File: src/include/rcil_pkg.sv
// shared constants and types for the run command input logic
package rcil_pkg;
   localparam int unsigned CLK_PERIOD_NS = 100;
   localparam int unsigned SEC_NS        = 1_000_000_000;
   localparam int unsigned SEC_CYCLES    = SEC_NS / CLK_PERIOD_NS;

   localparam int unsigned NUM_TERM = 5;
   localparam int unsigned FN_W     = 14;

   localparam logic [7:0] ADR_CTRL   = 8'h00;
   localparam logic [7:0] ADR_STOPM  = 8'h04;
   localparam logic [7:0] ADR_STATUS = 8'h08;
   localparam logic [7:0] ADR_FUNC0  = 8'h0C;
   localparam logic [7:0] ADR_STEP   = 8'h04;

   localparam int unsigned CTRL_SHL_LSB  = 0;
   localparam int unsigned CTRL_COMM_BIT = 8;
   localparam int unsigned CTRL_JOG_BIT  = 9;

   localparam int unsigned STAT_ENABLE = 0;
   localparam int unsigned STAT_FWD    = 1;
   localparam int unsigned STAT_REV    = 2;
   localparam int unsigned STAT_DECEL  = 3;
   localparam int unsigned STAT_COAST  = 4;
   localparam int unsigned STAT_SECOND = 5;
   localparam int unsigned STAT_HELD   = 6;
   localparam int unsigned STAT_HOLDON = 7;

   localparam logic [FN_W-1:0] FN_SECOND  = 14'h0003;
   localparam logic [FN_W-1:0] FN_JOG     = 14'h0005;
   localparam logic [FN_W-1:0] FN_SHUTOFF = 14'h0018;
   localparam logic [FN_W-1:0] FN_HOLD    = 14'h0019;
   localparam logic [FN_W-1:0] FN_FWD     = 14'h003C;
   localparam logic [FN_W-1:0] FN_REV     = 14'h003D;
   localparam logic [FN_W-1:0] FN_NONE    = 14'h270F;

   localparam logic [2:0] SHL_NO  = 3'h0;
   localparam logic [2:0] SHL_NC  = 3'h2;
   localparam logic [2:0] SHL_MIX = 3'h4;

   localparam logic [FN_W-1:0] SM_RAMP    = 14'h270F;
   localparam logic [FN_W-1:0] SM_RAMP_SD = 14'h22B8;
   localparam logic [FN_W-1:0] SM_DLY_MAX = 14'h0064;
   localparam logic [FN_W-1:0] SM_SD_MIN  = 14'h03E8;
   localparam logic [FN_W-1:0] SM_SD_MAX  = 14'h044C;

   localparam logic [2:0]      CTRL_SHL_RST = SHL_NO;
   localparam logic [FN_W-1:0] STOPM_RST    = SM_RAMP;
   localparam logic [FN_W-1:0] FUNC0_RST    = FN_FWD;
   localparam logic [FN_W-1:0] FUNC1_RST    = FN_REV;
   localparam logic [FN_W-1:0] FUNCX_RST    = FN_NONE;

   typedef enum logic [4:0] {
      S_IDLE  = 5'b00001,
      S_RUN   = 5'b00010,
      S_DECEL = 5'b00100,
      S_WAIT  = 5'b01000,
      S_COAST = 5'b10000
   } rcil_stop_e;
endpackage

File: src/logic/rcil_sec_tick.sv
// one-second enable divider, restartable
`timescale 1ns/1ps
`default_nettype none
module rcil_sec_tick
   import rcil_pkg::*;
#(
   parameter int unsigned CYCLES = SEC_CYCLES
) (
   input  wire logic clk_i,
   input  wire logic rst_i,
   input  wire logic clear_i,
   output logic      tick_o
);
   localparam int unsigned CW = (CYCLES > 1) ? $clog2(CYCLES) : 1;
   localparam logic [CW-1:0] LAST = CW'(CYCLES - 1);

   logic [CW-1:0] cnt_q;
   wire           wrap = (cnt_q == LAST);

   always_ff @(posedge clk_i) begin
      if (rst_i || clear_i) begin
         cnt_q  <= '0;
         tick_o <= 1'b0;
      end else begin
         cnt_q  <= wrap ? '0 : cnt_q + 1'b1;
         tick_o <= wrap;
      end
   end
endmodule
`default_nettype wire

File: src/logic/rcil_coast_timer.sv
// counts whole seconds down after a start-off, then flags coast
`timescale 1ns/1ps
`default_nettype none
module rcil_coast_timer (
   input  wire logic       clk_i,
   input  wire logic       rst_i,
   input  wire logic       load_i,
   input  wire logic       cancel_i,
   input  wire logic [6:0] secs_i,
   input  wire logic       tick_i,
   output logic            done_o
);
   logic [6:0] cnt_q;
   logic       armed_q;

   always_ff @(posedge clk_i) begin
      if (rst_i || cancel_i) begin
         cnt_q   <= 7'h00;
         armed_q <= 1'b0;
         done_o  <= 1'b0;
      end else if (load_i) begin
         cnt_q   <= secs_i;
         armed_q <= 1'b1;
         done_o  <= 1'b0;
      end else begin
         done_o <= armed_q && (cnt_q == 7'h00);
         if (armed_q && cnt_q == 7'h00) begin
            armed_q <= 1'b0;
         end else if (armed_q && tick_i) begin
            cnt_q <= cnt_q - 7'h01;
         end
      end
   end
endmodule
`default_nettype wire

File: src/logic/rcil_core.sv
// run command input decision logic with wishbone register slave
`timescale 1ns/1ps
`default_nettype none
// Functional notes
// - setting 2: terminal shutoff is normally closed, open contact cuts output
// - setting 4: terminal shutoff normally closed, communication shutoff normally open
// - setting 4: terminal ON with communication OFF permits operation
// - terminal shutoff cuts output in every mode and command source
// - shutoff while running cuts drive output at once, motor coasts
// - second-set select ON uses second parameter set
// - second-set select is attached by terminal function code 3
// - all second-set parameters switch together from one select
// - stop setting 0 to 100: coast that many seconds after start drops
// - stop setting 1000 to 1100: coast after setting minus 1000 seconds
// - stop setting 9999 or 8888: ramp down when start released
// - 1000 to 1100 or 8888: forward is start, reverse is direction
// - two-wire: one input runs that way, none or both ramp stop
// - stop input enables self-holding, direction inputs become start triggers
// - self-holding latches a start after on then off pulse
// - stop input released clears latched start and ramps down
// - stop self-holding attached by terminal function code 25
// - jog input with jog enabled makes stop input ignored
// - output shutoff leaves the latched start intact
// - forward start only on forward terminal, reverse only on reverse terminal
module rcil_core
   import rcil_pkg::*;
#(
   parameter int unsigned TICK_CYCLES = SEC_CYCLES,
   parameter int unsigned N_TERM      = NUM_TERM
) (
   input  wire logic              clk_i,
   input  wire logic              rst_i,
   input  wire logic              wb_cyc_i,
   input  wire logic              wb_stb_i,
   input  wire logic              wb_we_i,
   input  wire logic [7:0]        wb_adr_i,
   input  wire logic [3:0]        wb_sel_i,
   input  wire logic [31:0]       wb_dat_i,
   output logic      [31:0]       wb_dat_o,
   output logic                   wb_ack_o,
   input  wire logic [N_TERM-1:0] term_i,
   output logic                   drive_enable_o,
   output logic                   run_fwd_o,
   output logic                   run_rev_o,
   output logic                   decel_stop_o,
   output logic                   coast_o,
   output logic                   second_set_o
);
   // ---------------- register file ----------------
   logic [2:0]      shl_q;
   logic            comm_shut_q;
   logic            jog_en_q;
   logic [FN_W-1:0] stopm_q;
   logic [FN_W-1:0] func_q [N_TERM];

   wire        req     = wb_cyc_i && wb_stb_i && !wb_ack_o;
   wire        wr      = req && wb_we_i;
   wire [7:0]  adr_w   = {wb_adr_i[7:2], 2'b00};
   wire        hit_ctl = (adr_w == ADR_CTRL);
   wire        hit_stm = (adr_w == ADR_STOPM);
   wire [31:0] lane_m  = {{8{wb_sel_i[3]}}, {8{wb_sel_i[2]}},
                          {8{wb_sel_i[1]}}, {8{wb_sel_i[0]}}};

   // current register words, merged with write lanes
   wire [31:0] ctl_cur = {22'h0, jog_en_q, comm_shut_q, 5'h00, shl_q};
   wire [31:0] ctl_new = (ctl_cur & ~lane_m) | (wb_dat_i & lane_m);
   wire [31:0] stm_new = ({18'h0, stopm_q} & ~lane_m) | (wb_dat_i & lane_m);
   wire [2:0]  shl_new = ctl_new[CTRL_SHL_LSB +: 3];
   wire [FN_W-1:0] stm_val = stm_new[FN_W-1:0];

   // unsupported values are dropped so the logic never sees them
   wire shl_ok = (shl_new == SHL_NO) || (shl_new == SHL_NC) ||
                 (shl_new == SHL_MIX);
   wire stm_ok = (stm_new[31:FN_W] == '0) &&
                 ((stm_val <= SM_DLY_MAX) || (stm_val == SM_RAMP) ||
                  (stm_val == SM_RAMP_SD) ||
                  ((stm_val >= SM_SD_MIN) && (stm_val <= SM_SD_MAX)));

   logic [31:0] status_w;
   logic [31:0] rd_mux;
   logic [N_TERM-1:0] hit_fn;
   logic [31:0] fn_rd [N_TERM];

   always_ff @(posedge clk_i) begin
      if (rst_i) begin
         shl_q       <= CTRL_SHL_RST;
         comm_shut_q <= 1'b0;
         jog_en_q    <= 1'b0;
         stopm_q     <= STOPM_RST;
      end else if (wr && hit_ctl) begin
         if (shl_ok) begin
            shl_q <= shl_new;
         end
         comm_shut_q <= ctl_new[CTRL_COMM_BIT];
         jog_en_q    <= ctl_new[CTRL_JOG_BIT];
      end else if (wr && hit_stm && stm_ok) begin
         stopm_q <= stm_val;
      end
   end

   // ack gates its own request, so a held cycle gets an ack every other cycle
   always_ff @(posedge clk_i) begin
      if (rst_i) begin
         wb_ack_o <= 1'b0;
         wb_dat_o <= 32'h0000_0000;
      end else begin
         wb_ack_o <= req;
         wb_dat_o <= (req && !wb_we_i) ? rd_mux : 32'h0000_0000;
      end
   end

   // ---------------- terminal function decode ----------------
   logic [N_TERM-1:0] on_second;
   logic [N_TERM-1:0] on_jog;
   logic [N_TERM-1:0] on_shut;
   logic [N_TERM-1:0] on_hold;

   genvar g;
   generate
      for (g = 0; g < N_TERM; g++) begin : g_term
         localparam logic [7:0] MY_ADR = ADR_FUNC0 + 8'(g) * ADR_STEP;
         localparam logic [FN_W-1:0] MY_RST =
            (g == 0) ? FUNC0_RST : (g == 1) ? FUNC1_RST : FUNCX_RST;
         wire [31:0] fn_new = ({18'h0, func_q[g]} & ~lane_m) |
                              (wb_dat_i & lane_m);
         assign hit_fn[g] = (adr_w == MY_ADR);
         assign fn_rd[g]  = {18'h0, func_q[g]};
         always_ff @(posedge clk_i) begin
            if (rst_i) begin
               func_q[g] <= MY_RST;
            end else if (wr && hit_fn[g] && fn_new[31:FN_W] == '0) begin
               func_q[g] <= fn_new[FN_W-1:0];
            end
         end
         // same function on several terminals is an or
         assign on_second[g] = term_i[g] && (func_q[g] == FN_SECOND);
         assign on_jog[g]    = term_i[g] && (func_q[g] == FN_JOG);
         assign on_shut[g]   = term_i[g] && (func_q[g] == FN_SHUTOFF);
         assign on_hold[g]   = term_i[g] && (func_q[g] == FN_HOLD);
      end
   endgenerate

   always_comb begin
      rd_mux = 32'h0000_0000;
      if (hit_ctl) begin
         rd_mux = ctl_cur;
      end else if (hit_stm) begin
         rd_mux = {18'h0, stopm_q};
      end else if (adr_w == ADR_STATUS) begin
         rd_mux = status_w;
      end
      for (int i = 0; i < N_TERM; i++) begin
         if (hit_fn[i]) begin
            rd_mux = fn_rd[i];
         end
      end
   end

   wire sec_in  = |on_second;
   wire jog_in  = |on_jog;
   wire ext_in  = |on_shut;
   wire hold_in = |on_hold;
   // start codes only count on their own dedicated terminal
   wire fwd_in  = term_i[0] && (func_q[0] == FN_FWD);
   wire rev_in  = term_i[1] && (func_q[1] == FN_REV);

   // ---------------- output shutoff ----------------
   // comm command is a register bit, the terminal a contact level
   wire en_no  = !ext_in && !comm_shut_q;
   wire en_nc  = ext_in && comm_shut_q;
   wire en_mix = ext_in && !comm_shut_q;
   // terminal contact enters every setting, whatever the source
   wire op_ok  = (shl_q == SHL_NC)  ? en_nc :
                 (shl_q == SHL_MIX) ? en_mix : en_no;

   // ---------------- stop method decode ----------------
   wire sd_range = (stopm_q >= SM_SD_MIN) && (stopm_q <= SM_SD_MAX);
   wire sd_mode  = sd_range || (stopm_q == SM_RAMP_SD);
   wire ramp_m   = (stopm_q == SM_RAMP) || (stopm_q == SM_RAMP_SD);
   wire [FN_W-1:0] sd_secs = stopm_q - SM_SD_MIN;
   wire [6:0] coast_secs = sd_range ? sd_secs[6:0] : stopm_q[6:0];

   // ---------------- self-holding ----------------
   logic fwd_q;
   logic rev_q;
   logic held_q;
   logic held_rev_q;
   logic hold_on_q;

   wire hold_act = hold_in && !(jog_in && jog_en_q);
   wire fwd_fall = fwd_q && !fwd_in;
   wire rev_fall = rev_q && !rev_in && !sd_mode;
   // the releasing edge itself counts, so a fresh latch never dips into a ramp
   wire latch_now = fwd_fall || rev_fall;
   // released stop input forces a ramp even in coast settings
   wire hold_drop = hold_on_q && !hold_act && held_q;

   always_ff @(posedge clk_i) begin
      if (rst_i) begin
         fwd_q      <= 1'b0;
         rev_q      <= 1'b0;
         held_q     <= 1'b0;
         held_rev_q <= 1'b0;
         hold_on_q  <= 1'b0;
      end else begin
         fwd_q     <= fwd_in;
         rev_q     <= rev_in;
         hold_on_q <= hold_act;
         // shutoff is not an input here, so a latch survives it
         if (!hold_act) begin
            held_q <= 1'b0;
         end else if (latch_now) begin
            held_q     <= 1'b1;
            held_rev_q <= rev_fall;
         end
      end
   end

   // ---------------- run request ----------------
   wire live_run = sd_mode ? fwd_in : (fwd_in ^ rev_in);
   wire live_rev = rev_in;
   wire held_run = held_q || latch_now;
   wire held_dir = sd_mode ? rev_in : (latch_now ? rev_fall : held_rev_q);
   wire run_req  = live_run || (hold_act && held_run);
   wire run_dir  = live_run ? live_rev : held_dir;

   // ---------------- stop sequencer ----------------
   // decel is held until the next start; the speed ramp lives outside
   rcil_stop_e st_q;
   rcil_stop_e st_d;
   logic       tmr_load;
   logic       tmr_done;
   logic       sec_tick;

   always_comb begin
      st_d     = st_q;
      tmr_load = 1'b0;
      unique case (st_q)
         S_IDLE, S_DECEL, S_COAST: begin
            if (run_req) begin
               st_d = S_RUN;
            end
         end
         S_RUN: begin
            if (!run_req) begin
               if (ramp_m || hold_drop) begin
                  st_d = S_DECEL;
               end else begin
                  st_d     = S_WAIT;
                  tmr_load = 1'b1;
               end
            end
         end
         S_WAIT: begin
            if (run_req) begin
               st_d = S_RUN;
            end else if (tmr_done) begin
               st_d = S_COAST;
            end
         end
         default: st_d = S_IDLE;
      endcase
   end

   // a restart in the delay window drops the pending coast
   wire tmr_cancel = (st_q == S_WAIT) && run_req;

   // divider restarts on load, so the first counted second is whole
   rcil_sec_tick #(
      .CYCLES (TICK_CYCLES)
   ) u_tick (
      .clk_i   (clk_i),
      .rst_i   (rst_i),
      .clear_i (tmr_load),
      .tick_o  (sec_tick)
   );

   rcil_coast_timer u_timer (
      .clk_i    (clk_i),
      .rst_i    (rst_i),
      .load_i   (tmr_load),
      .cancel_i (tmr_cancel),
      .secs_i   (coast_secs),
      .tick_i   (sec_tick),
      .done_o   (tmr_done)
   );

   // direction survives a stop, but no output reads it: running implies run_req
   logic run_dir_q;

   always_ff @(posedge clk_i) begin
      if (rst_i) begin
         st_q      <= S_IDLE;
         run_dir_q <= 1'b0;
      end else begin
         st_q <= st_d;
         if (run_req) begin
            run_dir_q <= run_dir;
         end
      end
   end

   // ---------------- outputs, all registered ----------------
   wire coast_d = (st_d == S_COAST);
   wire run_d   = (st_d == S_RUN);
   wire dir_d   = run_req ? run_dir : run_dir_q;

   always_ff @(posedge clk_i) begin
      if (rst_i) begin
         drive_enable_o <= 1'b0;
         run_fwd_o      <= 1'b0;
         run_rev_o      <= 1'b0;
         decel_stop_o   <= 1'b0;
         coast_o        <= 1'b0;
         second_set_o   <= 1'b0;
      end else begin
         // shutoff drops the bridge next edge, no ramp
         drive_enable_o <= op_ok && !coast_d;
         run_fwd_o      <= run_d && !dir_d;
         run_rev_o      <= run_d && dir_d;
         decel_stop_o   <= (st_d == S_DECEL) || (st_d == S_WAIT);
         coast_o        <= coast_d || !op_ok;
         // one select flop feeds every parameter mux, so none lag
         second_set_o   <= sec_in;
      end
   end

   // status is read only; writes to it fall through unmapped
   always_comb begin
      status_w              = 32'h0000_0000;
      status_w[STAT_ENABLE] = drive_enable_o;
      status_w[STAT_FWD]    = run_fwd_o;
      status_w[STAT_REV]    = run_rev_o;
      status_w[STAT_DECEL]  = decel_stop_o;
      status_w[STAT_COAST]  = coast_o;
      status_w[STAT_SECOND] = second_set_o;
      status_w[STAT_HELD]   = held_q;
      status_w[STAT_HOLDON] = hold_on_q;
   end
endmodule
`default_nettype wire

File: config.mk
export PLATFORM = sky130hd
export DESIGN_NAME = rcil_core
export DESIGN_NICKNAME = d
export VERILOG_FILES = /design/src/include/rcil_pkg.sv /design/src/logic/rcil_sec_tick.sv /design/src/logic/rcil_coast_timer.sv /design/src/logic/rcil_core.sv
export SDC_FILE = /design/constraint.sdc
export NUM_CORES = 1
export LEC_CHECK = 0
export ABC_AREA = 1
export BUFFER_PORTS_ARGS = -buffer_cell sky130_fd_sc_hd__buf_2
export CORE_ASPECT_RATIO = 1.75
export CORE_UTILIZATION = 40
export CTS_BUF_LIST = sky130_fd_sc_hd__clkbuf_4
export DETAILED_ROUTE_END_ITERATION = 7
export GPL_TIMING_DRIVEN = 0
export SYNTH_ARGS = -nofsm -noshare
export SYNTH_HDL_FRONTEND = slang
export SYNTH_SLANG_ARGS = --single-unit
File: constraint.sdc
create_clock -name clk_i -period 2.9 [get_ports clk_i]
set_clock_uncertainty 0.15 [all_clocks]
set_input_delay 0.435 -clock clk_i [delete_from_list [all_inputs] [get_ports clk_i]]
set_output_delay 0.435 -clock clk_i [all_outputs]
set_load 0.02 [all_outputs]
Word-level counts from Yosys, hierarchy flattened
Memories as Yosys holds them, arrays and structs flattened.
Cells that the tools add are included.
W data, S select, Z words.
Storage, ports and cells
  register bits: 103
  bits in writable memories: 70
  input port bits: 54
  output and inout bits: 39
  word-level logic and storage cells: 269
  memories: 1
Memory list
  func_q: depth 5, width 14, rd ports 5, clocked after memory_dff 0, wr ports 5, RTL line rcil_core.sv:54  | logic [FN_W-1:0] func_q [N_TERM];
Cells by class
  $add $sub $neg: 3
  magnitude comparators: 5
  equal/unequal tests: 48
  mux-type cells: 52
  bitwise logic cells: 25
  reductions and logical operators: 110
Operators by type and width (number)
  $and A14 B32 Y32: 6
  $or A32 B32 Y32: 6
  $mux W14: 12
  $eq A14 B5 Y1 const B: 10
  $logic_not A18 Y1: 6
  $eq A14 B2 Y1 const B: 5
  $eq A14 B3 Y1 const B: 5
  $logic_and A1 B1 Y1: 59
  $eq A14 B14 Y1 const B: 4
  $and A32 B32 Y32: 1
  $not A32 Y32: 1
  $mux W1: 29
  $eq A14 B6 Y1 const B: 2
  $ge A14 B10 Y1 const B: 2
  $le A14 B11 Y1 const B: 2
  $mux W7: 4
  $add A24 B1 Y24 const B: 1
  $eq A24 B24 Y1 const B: 1
  $eq A6 B3 Y1 const B: 4
  $mux W5: 4
  $reduce_or A5 Y1: 4
  $logic_or A1 B1 Y1: 15
  $pmux W5 S3: 1
  $le A14 B7 Y1 const B: 1
  other kinds (28): 58

Logic depth before layout (Yosys ltp)
Gate-level depths: netlist of run 1.
An unclocked memory read counts as a cell.
  depth after elaboration: 17
  gate-level depth with buffers: 19

By module
A second synthesis of run 1 with hierarchy kept.
Second synthesis, totals
  cells, all modules: 1246
  area total of the unflattened synthesis: 9153.8 um^2
Modules (own cells, without submodules)
  rcil_core: times used 1, cells each 952, area an instance 7108.1 um^2
  rcil_sec_tick: times used 1, cells each 193, area an instance 1423.9 um^2
  rcil_coast_timer: times used 1, cells each 101, area an instance 621.8 um^2

Least setup slack after synthesis of run 1
No wires, ideal clock.
  path type: input to register
  start: in wb_adr_i[7]
  end: mem func_q[3][0], enable pin
  library setup time: 361 ps
  arrival: 1658 ps
  setup slack: 731 ps
  stages: 5
  path buffers: 0
  cell sequence: nor2_1 nand3_1 nor3_2 nand2_1 nand2_1
RTL lines
  start, declared: RTL line rcil_core.sv:36  | input wire logic [7:0] wb_adr_i,
  end, declared: RTL line rcil_core.sv:54

Worst setup path after layout of run 1
  start: in wb_stb_i
  end: reg wb_dat_o[0]
On the way
  longest elaborated chain between the ends: 5
Ends and longest elaborated chain
  start, declared: RTL line rcil_core.sv:34  | input wire logic wb_stb_i,
  $logic_and A1 B1 Y1 (2 in series): RTL line rcil_core.sv:56  | wire req = wb_cyc_i && wb_stb_i && !wb_ack_o;
  $logic_and A1 B1 Y1: RTL line rcil_core.sv:108  | wb_dat_o <= (req && !wb_we_i) ? rd_mux : 32'h0000_0000;
  $not A1 Y1 (no line)
  $reduce_or A2 Y1 (no line)
  end signal, assigned: RTL line rcil_core.sv:108
  end, declared: RTL line rcil_core.sv:39  | output logic [31:0] wb_dat_o,
Every way passes these cells.
A chain may end at the register's enable or synchronous reset.

==> metrics.txt, run 1 <==
Critical Path, Cell by Cell=dlygate4sd3_1 -> buf_2 -> nand2_1 -> nor2_1 -> inv_1 -> dlygate4sd3_1 -> nor2_1 -> nand2_1 -> inv_1 -> clkbuf_1 -> o221ai_1 -> inv_1; Switching Share=29.0%; Num CTS Buffers=17; global route total overflow=0; CP max-delay cell=dlygate4sd3_1; worst vdd ir=0.306 mV; I/O pin count=93; Total GRT Usage=25.7%; CP max FO=10; post-synthesis register bit count=155; Final Setup Violations=0; Leak=4.32 nW; die height=199 um; PD cells=405 nW/um^2; Nets=1358; Reg clk slew, reported paths=0.15 ns; outcome=finished clean; gpl congestion=0.949; worst skew pair latency=0.62 ns; Cell variety after synth=52; Port Buffer Count=70; sw power=1.18 mW; largest net degree at the start of global routing=17; die area=22900 um^2; Syn. warnings=0; HPWL Detailed=22900 um; clock power share=33.3%; MaxCap Viol Count=0; num rows=71; layout cell share with drive strength beyond 1=13.5%; DIE WIDTH=115 um; commonest cells after routing, fill and taps aside=197 x nand2_1, 185 x nor2_1, 171 x inv_1, 91 x a21oi_1, 85 x dfxtp_1; most common cell after layout, fill and taps aside=nand2_1; critical path required time=3.30 ns; sequential share of power=57.4%; Synth-to-Final Area Change=12.4%; drt first-iter violations=675; post-CTS sizing=0; RSZ-0062 raised after global routing=no; root buf cell=clkbuf_4; post-synthesis sequential area ratio=42.7%; cell-internal power=2.88 mW; final instance area=10000 um^2; Critical Path AT=3.13 ns; post-DR wirelength/cell=17.7 um; DRT antenna net count=0; Hold WC Path Type=primary input to register; slew at the pin closest to its max-slew limit=0.824 ns; Post-Route WL=28500 um; Setup Crit Path Kind=primary input to register; fraction of registers with async set/reset=0%; htree depth=4; buffer depth of the longest clock path=2; final worst path period share=94.3%; initial antenna violation count=1; DRC Markers=0; number of synthesized flops with an enable pin=70; Vias=8485; drt pass-1 iters=6; total power=4.06 mW; syn avg cell area=7.49 um^2; Worst setup EP type=register; final slew viol count=0; Vias/cell=5.28; Post-Synthesis Cell Area=8910 um^2; cell count after synthesis=1190; final worst setup slack=0.166 ns; Final Hold Fails=0; CTS tree=built; dpl ws=-0.166 ns; Max Fclk=0.366 GHz; global-route wire length before repair=43000 um; area post-placement=9690 um^2; Initial Utilization=41.1%; Gate power share=9.3%; number of global-route vias before repair=8122; fill count=2315; Clock Sinks=155; Sum Neg Setup Slack=0 ns; fin crit period=2.73 ns; dominant synthesized flop cell=dfxtp_1; startpoint types=primary input; Max-slew headroom=45.1%; critical path's most frequent cell=inv_1; slowest stage delay, CP=0.56 ns; core region area=21700 um^2
[area by class of cell]
cell class	instances	area [um^2]	share of cell area, %
Clock inverter	14	135	1.35
Tap cell	292	365	3.65
Clock buffer	18	135	1.35
Inverter	180	676	6.75
Sequential cell	155	3800	38.0
Timing Repair Buffer	75	400	4.00
Multi-Input combinational cell	831	4230	42.3
Antenna cell	1	2.50	0.0250
Buffer	41	260	2.60
[cells by family (layout without fill, tap and decap cells)]
group	after synthesis	after routing	synth area share [%]
compound gates	216	216	14.8
xor+xnor	18	18	1.77
fa+ha+maj	3	3	0.421
buf+inv	221	328	10.5
flops	155	155	42.7
other cells	1	19	0.0421
simple gates	576	576	29.8
[through the flow]
stage	hold slack [ns]	instances	utilization (%)
after CTS	0.0410	1606	46.2
after global routing	0.0654	1607	46.2
after global placement	0.287	1569	44.7
final	0.101	1607	46.2
after detailed placement	0.297	1569	44.7
after floorplan	0.268	1207	-
[cells in the mapped netlist, types with 4 or more instances]
| cell | n | area, um^2 |
|---|---|---|
| nand2_4 | 5 | 56.3 |
| o21ai_0 | 40 | 200 |
| xor2_1 | 13 | 114 |
| a221oi_1 | 4 | 35.0 |
| nand3_1 | 73 | 365 |
| nand2_1 | 197 | 739 |
| clkbuf_1 | 14 | 52.6 |
| nand2_2 | 6 | 37.5 |
| o22ai_1 | 9 | 56.3 |
| inv_2 | 6 | 22.5 |
| inv_1 | 171 | 642 |
| o221ai_1 | 11 | 96.3 |
| nor2_1 | 185 | 694 |
| xnor2_1 | 5 | 43.8 |
| o21ai_1 | 9 | 45.0 |
| o211ai_1 | 36 | 270 |
| nand3b_1 | 6 | 45.0 |
| a21oi_1 | 91 | 455 |
| nor2_2 | 9 | 56.3 |
| dfxtp_1 | 85 | 1700 |
| buf_4 | 20 | 150 |
| nor4_1 | 14 | 87.6 |
| buf_6 | 4 | 45.0 |
| nor3b_1 | 4 | 30.0 |
| nand4_1 | 24 | 150 |
| nor3_2 | 6 | 60.1 |
| nor3_1 | 30 | 150 |
| nand3_2 | 4 | 40.0 |
| edfxtp_1 | 70 | 2100 |
[power by group through the flow]
| stage | registers, mW | logic, mW | clock network, mW |
|---|---|---|---|
| floorplan | 2.37 | 0.236 | 0 |
| global placement | 2.38 | 0.365 | 0 |
| detailed placement | 2.38 | 0.366 | 0 |
| CTS | 2.33 | 0.373 | 1.39 |
| global route | 2.34 | 0.414 | 1.46 |
| finish | 2.33 | 0.377 | 1.35 |
[state kept, by name, indices dropped and copies added, names as in the netlist, 3 cells and up, named ones only]
| signal | cells |
|---|---|
| func_q | 70 |
| shl_q | 3 |
| st_q | 5 |
| stopm_q | 14 |
| u_tick.cnt_q | 24 |
| u_timer.cnt_q | 7 |
| wb_dat_o | 14 |
[worst max-delay path: cells and delay by family]
kind,cells,cell delay [ns]
buf+inv,7,2.08
compound gates,1,0.31
simple gates,4,0.31
[path summary, 6_finish.rpt]
path,from,endpoint,slack (ns),cells past startpoint
worst max-delay path,wb_stb_i,wb_dat_o[0]$_SDFF_PP0_,0.17,12
worst min-delay path,wb_dat_i[0],func_q[2][0]$_SDFFCE_PN1P_,0.10,3
worst max register to register,func_q[1][10]$_SDFFCE_PN0P_,u_timer.done_o$_SDFF_PP0_,0.20,12
worst min register to register,u_tick.cnt_q[0]$_SDFF_PP0_,u_tick.cnt_q[0]$_SDFF_PP0_,0.31,1
[metal layers]
metal  GRT usage (%)  wire length, um  up-vias
li1                -                -     4194
met5               0                0        -
met2            48.0            15200      278
met4            18.6             1940        0
met3            4.61             1280       88
met1            25.1            10000     3925
[what timing repair did]
item,CTS,global route
endpoints found under the hold margin,4,0
buffers inserted,0,0
hold buffers,5,0
Note: power is estimated with default switching activity, not from simulation.
==> run 2, diff against run 1 <==
--- a/config.mk
+++ b/config.mk
@@ -7,7 +7,7 @@
 export LEC_CHECK = 0
 export ABC_AREA = 1
 export BUFFER_PORTS_ARGS = -buffer_cell sky130_fd_sc_hd__buf_2
-export CORE_ASPECT_RATIO = 1.75
+export CORE_ASPECT_RATIO = 1.5
 export CORE_UTILIZATION = 40
 export CTS_BUF_LIST = sky130_fd_sc_hd__clkbuf_4
 export DETAILED_ROUTE_END_ITERATION = 7
==> run 2 against run 1 <==
  * Die area about the same
  * Fmax increased by 5.0%
  * Worst hold slack got worse by 0.070 ns
  * Highest routed layer unchanged
==> metrics.txt, run 2 (synthesized netlist as in run 1, its figures left out) <==
outcome=finished clean; fin crit period=2.60 ns (-0.130 ns); Util after Layout=45.9% (-0.32 points); final worst setup slack=0.296 ns (+0.130 ns); Final Setup Violations=0 (unchanged); slowest stage delay, CP=0.45 ns (-0.11 ns); dpl ws=-0.136 ns (+0.0300 ns); Worst Path Buf+Inv=1 (-6); HPWL Detailed=21400 um (-6.4%); Total GRT Usage=24.7% (-1.0 points); number of global-route vias before repair=8104 (-0.22%); die height=185 um (-7.3%); Synth-to-Final Area Change=12.2%; drt pass-1 iters=7 (+1); Worst setup EP type=register; CP max-delay cell=edfxtp_1; Reg clk slew, reported paths=0.15 ns (about the same); PD cells=421 nW/um^2 (+3.8%); root buf cell=clkbuf_4; most common cell after layout, fill and taps aside=nand2_1; Leak=4.34 nW (+0.45%); DIE WIDTH=124 um (+7.9%); Fin Hold WS=0.0313 ns (-0.0695 ns); CTS tree=built; Critical Path, Cell by Cell=nor2_1 -> nand3_1 -> nor2_1 -> nand3_1 -> nand2_1 -> inv_1 -> nand2_1 -> nand2_1 -> nand2_1 -> nand3_2 -> nor2_4 -> nand2_1 -> nand3_1 -> a21oi_1; delay-heaviest family, CP=simple AND/OR/NAND/NOR gates; DRC Markers=0 (unchanged); Port Buffer Count=70 (unchanged); Sum Neg Setup Slack=0 ns (unchanged); buffer depth of the longest clock path=2 (unchanged); Largest regs=func_q x70, u_tick.cnt_q x24; Hold WC Path Type=primary input to register; commonest cells after routing, fill and taps aside=197 x nand2_1, 185 x nor2_1, 171 x inv_1, 91 x a21oi_1, 85 x dfxtp_1; Vias/cell=5.39 (+2.1%); Initial Utilization=40.9% (-0.24 points); Max-slew headroom=42.7% (-2.3 points); drt first-iter violations=622 (-7.9%); layout cell share with drive strength beyond 1=13.7% (+0.18 points); final worst path period share=89.8% (-4.5 points); initial antenna violation count=1 (unchanged); gpl congestion=0.941 (-0.87%); critical path's most frequent cell=nand2_1; slew at the pin closest to its max-slew limit=0.859 ns (+0.0347 ns); worst vdd ir=0.193 mV (-37%); post-DR wirelength/cell=17.2 um (-3.1%); Vias=8541 (+0.66%); RSZ-0062 raised after global routing=no; DRT antenna net count=0 (unchanged); critical path required time=3.26 ns (-0.04 ns); Final Non-Filler Cells=1584 (-1.4%); htree depth=4 (unchanged); Num CTS Buffers=17 (unchanged); largest net degree at the start of global routing=17 (unchanged); placed cell count=1549 (-1.3%); core region area=21800 um^2 (+0.58%); Nets=1355 (-0.22%); num rows=66 (-7.0%); Setup Crit Path Kind=register to register; MaxCap Viol Count=0 (unchanged); Critical Path AT=2.96 ns (-0.17 ns); I/O pin count=93 (unchanged); CP max FO=10 (unchanged); Final Hold Fails=0 (unchanged); global route total overflow=0 (unchanged); final slew viol count=0 (unchanged); Post-Route WL=27200 um (-4.4%); die area=22900 um^2 (about the same); setup bufs post-CTS=0 (unchanged); startpoint types=register; Clock Sinks=155 (unchanged); global-route wire length before repair=42200 um (-1.9%); Max Fclk=0.384 GHz (+5.0%); worst skew pair latency=0.61 ns (about the same); max reg flops=70 (unchanged); Reg with most FFs=func_q
[run 2: changes by cell type in the layout (fill, tap and decap cells not counted)]
| cell | change |
|---|---|
| bufinv_16 | +2 |
| clkbuf_4 | -1 |
| clkinv_1 | -2 |
| clkinv_2 | +3 |
| clkinvlp_4 | -2 |
| dlygate4sd3_1 | -3 |
| inv_6 | +1 |
| inv_8 | -1 |
[run 2: final timing paths]
kind / start / end / slack [ns] / cells after the start
max: func_q[1][13]$_SDFFCE_PN0P_ / u_timer.cnt_q[5]$_SDFFE_PP0P_ / 0.30 / 14
min: wb_dat_i[10] / func_q[2][10]$_SDFFCE_PN1P_ / 0.03 / 3
max reg2reg: func_q[1][13]$_SDFFCE_PN0P_ / u_timer.cnt_q[5]$_SDFFE_PP0P_ / 0.30 / 14
min reg2reg: u_tick.cnt_q[0]$_SDFF_PP0_ / u_tick.cnt_q[0]$_SDFF_PP0_ / 0.33 / 1
[run 2: worst register-to-register path, cell delays in order (launching register included)]
cell	delay [ns]
edfxtp_1	0.45
nor2_1	0.20
nand3_1	0.27
nor2_1	0.22
nand3_1	0.10
nand2_1	0.07
inv_1	0.04
nand2_1	0.14
nand2_1	0.12
nand2_1	0.11
nand3_2	0.12
nor2_4	0.28
nand2_1	0.09
nand3_1	0.10
a21oi_1	0.06
[run 2: cell type report]
cell class / count / area [um^2]
multi-input combinational: 831 / 4230
fill: 2279 / 11800
sequential: 155 / 3800
inverter: 180 / 676
buffer: 41 / 260
clock inverter: 15 / 185
tap: 272 / 340
timing repair buffer: 72 / 370
antenna: 1 / 2.50
clock buffer: 17 / 128
[run 2: metrics by stage]
step | cell area [um^2] | power [mW]
6_report | 10000 | 4.21
5_1_grt | 10000 | 4.36
4_1_cts | 10000 | 4.24
3_5_place_dp | 9660 | 2.74
3_3_place_gp | 9660 | 2.74
2_1_floorplan | 8970 | 2.61
[run 2: timing repair]
item / in CTS / in global routing
resized for setup: 0 / 0
hold buffers: 2 / 0
endpoints found under the hold margin: 2 / 0
[run 2: power breakdown]
| part | switching, mW | internal (mW) |
|---|---|---|
| logic | 0.249 | 0.117 |
| clock network | 0.893 | 0.618 |
| registers | 0.0258 | 2.31 |
| total | 1.17 | 3.04 |
[run 2: layer usage]
| metal | vias up | track usage [%] | wire length [um] |
|---|---|---|---|
| met1 | 3980 | 26.3 | 10500 |
| met2 | 300 | 45.8 | 14100 |
| met5 | - | 0 | 0 |
| met4 | 0 | 13.2 | 1360 |
| li1 | 4190 | - | - |
| met3 | 71 | 3.73 | 1170 |
==> run 3, diff against run 2 <==
--- a/config.mk
+++ b/config.mk
@@ -12,6 +12,7 @@
 export CTS_BUF_LIST = sky130_fd_sc_hd__clkbuf_4
 export DETAILED_ROUTE_END_ITERATION = 7
 export GPL_TIMING_DRIVEN = 0
+export PLACE_DENSITY_LB_ADDON = 0.08
 export SYNTH_ARGS = -nofsm -noshare
 export SYNTH_HDL_FRONTEND = slang
 export SYNTH_SLANG_ARGS = --single-unit
==> constraint.sdc (replaced) <==
create_clock -name clk_i -period 2.2 [get_ports clk_i]
set_clock_uncertainty 0.15 [all_clocks]
set_input_delay 0.33 -clock clk_i [delete_from_list [all_inputs] [get_ports clk_i]]
set_output_delay 0.33 -clock clk_i [all_outputs]
set_load 0.02 [all_outputs]
==> run 3 against run 2 <==
  * The flow now finishes with violations (setup timing)
  * Highest routed layer unchanged
  * Count of clock-buffer cells in the layout unchanged
  * Sequential share of layout area decreased by 4.9 points
  * Combinational power increased by 69%
==> metrics.txt, run 3 (synthesized netlist as in run 1, its figures left out) <==
outcome=finished, violations left; violated checks=setup timing; Synth-to-Final Area Change=29.5%; final worst setup slack=-0.294 ns (-0.590 ns); Hold Crit Start=wb_dat_i[7]; worst vdd ir=0.519 mV (+170%); Initial Utilization=40.9% (unchanged); Nets=1457 (+7.5%); drt first-iter violations=582 (-6.4%); most common cell after layout, fill and taps aside=nand2_1; Critical Path AT=2.89 ns (-0.07 ns); root buf cell=clkbuf_4; Vias=9008 (+5.5%); global-route wire length before repair=45200 um (+7.2%); drt pass-1 iters=7 (unchanged); largest net degree at the start of global routing=20 (+3); worst skew pair latency=0.64 ns (+0.03 ns); HPWL Detailed=23200 um (+8.2%); Final Hold Fails=0 (unchanged); Reg clk slew, reported paths=0.17 ns (+0.02 ns); DRT antenna net count=0 (unchanged); Largest regs=func_q x70, u_tick.cnt_q x24; die area=22900 um^2 (unchanged); Setup Crit Path Kind=register to register; number of global-route vias before repair=8449 (+4.3%); fill count=2202 (-3.4%); commonest cells after routing, fill and taps aside=179 x nand2_1, 159 x inv_1, 150 x nor2_1, 91 x buf_4, 80 x a21oi_1; Num CTS Buffers=17 (unchanged); PD cells=487 nW/um^2 (+16%); final slew viol count=0 (unchanged); RSZ-0062 raised after global routing=yes; total power=5.61 mW (+33%); Clock Sinks=155 (unchanged); Max Fclk=0.401 GHz (+4.4%); htree depth=4 (unchanged); Fin Hold WS=0.0537 ns (+0.0224 ns); DIE WIDTH=124 um (unchanged); CP max FO=7 (-3); Post-Route WL=30900 um (+14%); final worst path period share=113% (+24 points); Crit Reg-Reg Startpoint=func_q[0][6]$_SDFFCE_PN0P_; Vias/cell=5.34 (-0.91%); Hold WC Path Type=primary input to register; buffer depth of the longest clock path=2 (unchanged); Leak=4.94 nW (+14%); Max-slew headroom=47.5% (+4.8 points); Port Buffer Count=70 (unchanged); core region area=21800 um^2 (unchanged); Worst setup EP type=register; die height=185 um (unchanged); CTS tree=built; CP Launch Point=func_q[0][6]$_SDFFCE_PN0P_; initial antenna violation count=1 (unchanged); fin crit period=2.49 ns (-0.110 ns); gpl congestion=0.922 (-2.0%); max reg flops=70 (unchanged); MaxCap Viol Count=0 (unchanged); Util after Layout=52.9% (+7.0 points); Final Setup Violations=45 (+45); critical path required time=2.60 ns (-0.66 ns); layout cell share with drive strength beyond 1=28.5% (+15 points); Reg with most FFs=func_q; dpl ws=-0.659 ns (-0.524 ns); I/O pin count=93 (unchanged); global route total overflow=0 (unchanged); post-DR wirelength/cell=18.3 um (+6.7%); slew at the pin closest to its max-slew limit=0.787 ns (-0.0715 ns); num rows=66 (unchanged); DRC Markers=0 (unchanged); startpoint types=register; Total GRT Usage=27.1% (+2.3 points)
==> run 3: worst paths after layout <==
| path | to | slack (ns) | cells past startpoint |
|---|---|---|---|
| max | u_timer.cnt_q[6]$_SDFFE_PP0P_ | -0.29 | 15 |
| min | stopm_q[7]$_SDFFE_PP0P_ | 0.05 | 5 |
| max reg2reg | u_timer.cnt_q[6]$_SDFFE_PP0P_ | -0.29 | 15 |
| min reg2reg | u_tick.cnt_q[0]$_SDFF_PP0_ | 0.28 | 1 |
==> run 3: what timing repair did <==
| item | in CTS | in global routing |
|---|---|---|
| endpoints found under the hold margin | 10 | 0 |
| hold buffers | 7 | 0 |
| gates cloned | 3 | 0 |
| resized for setup | 87 | 121 |
| buffers inserted | 55 | 40 |
| setup endpoints to repair | 151 | 166 |
| pin swaps | 45 | 54 |
==> run 3: critical path, stage by stage (launching register included) <==
cell and delay, ns:
edfxtp_1 0.46, nor2_4 0.25, buf_6 0.14, nand3_4 0.08, nor2_4 0.13, nand3_2 0.07, nand2_2 0.08, o21ai_2 0.07
buf_4 0.17, nand3_4 0.10, nand2_8 0.08, buf_12 0.14, o21bai_4 0.24, nand2_1 0.09, nor2_1 0.11, nor2_1 0.05
==> run 3: per-stage QoR <==
stage               setup TNS (ns)  area, um^2  std cells
floorplan                        0        8970       1207
finish                       -9.19       11500       1686
detailed placement         -103.14        9660       1549
global route                -13.47       11500       1686
global placement           -100.32        9660       1549
CTS                         -12.66       10800       1646
==> run 3: metal layers <==
metal  part of all wire [%]  wire, um  vias up  GRT usage, %
li1                       -         -     4403             -
met1                     37     11600     4269          27.9
met2                     52     16200      242          48.7
met3                    4.2      1300       94          5.08
met4                    6.0      1870        0          18.0
met5                      0         0        -             0
==> run 3: cell type report <==
type                    instances  area [um^2]  share of cell area [%]
diodes                          1         2.50                  0.0217
plain buffers                  41          280                    2.43
clock buffers                  17          128                    1.11
clock inverters                15          196                    1.70
inverters                     180          688                    5.97
multi-input cells             832         4800                    41.6
flip-flops and latches        155         3820                    33.1
well taps                     272          340                    2.95
repair buffers                173         1280                    11.1
==> run 3: power by group <==
part	internal (mW)	switching, mW	leakage, nW
registers	3.04	0.0325	1.29
logic	0.231	0.390	3.48
clock network	0.556	1.37	0.168
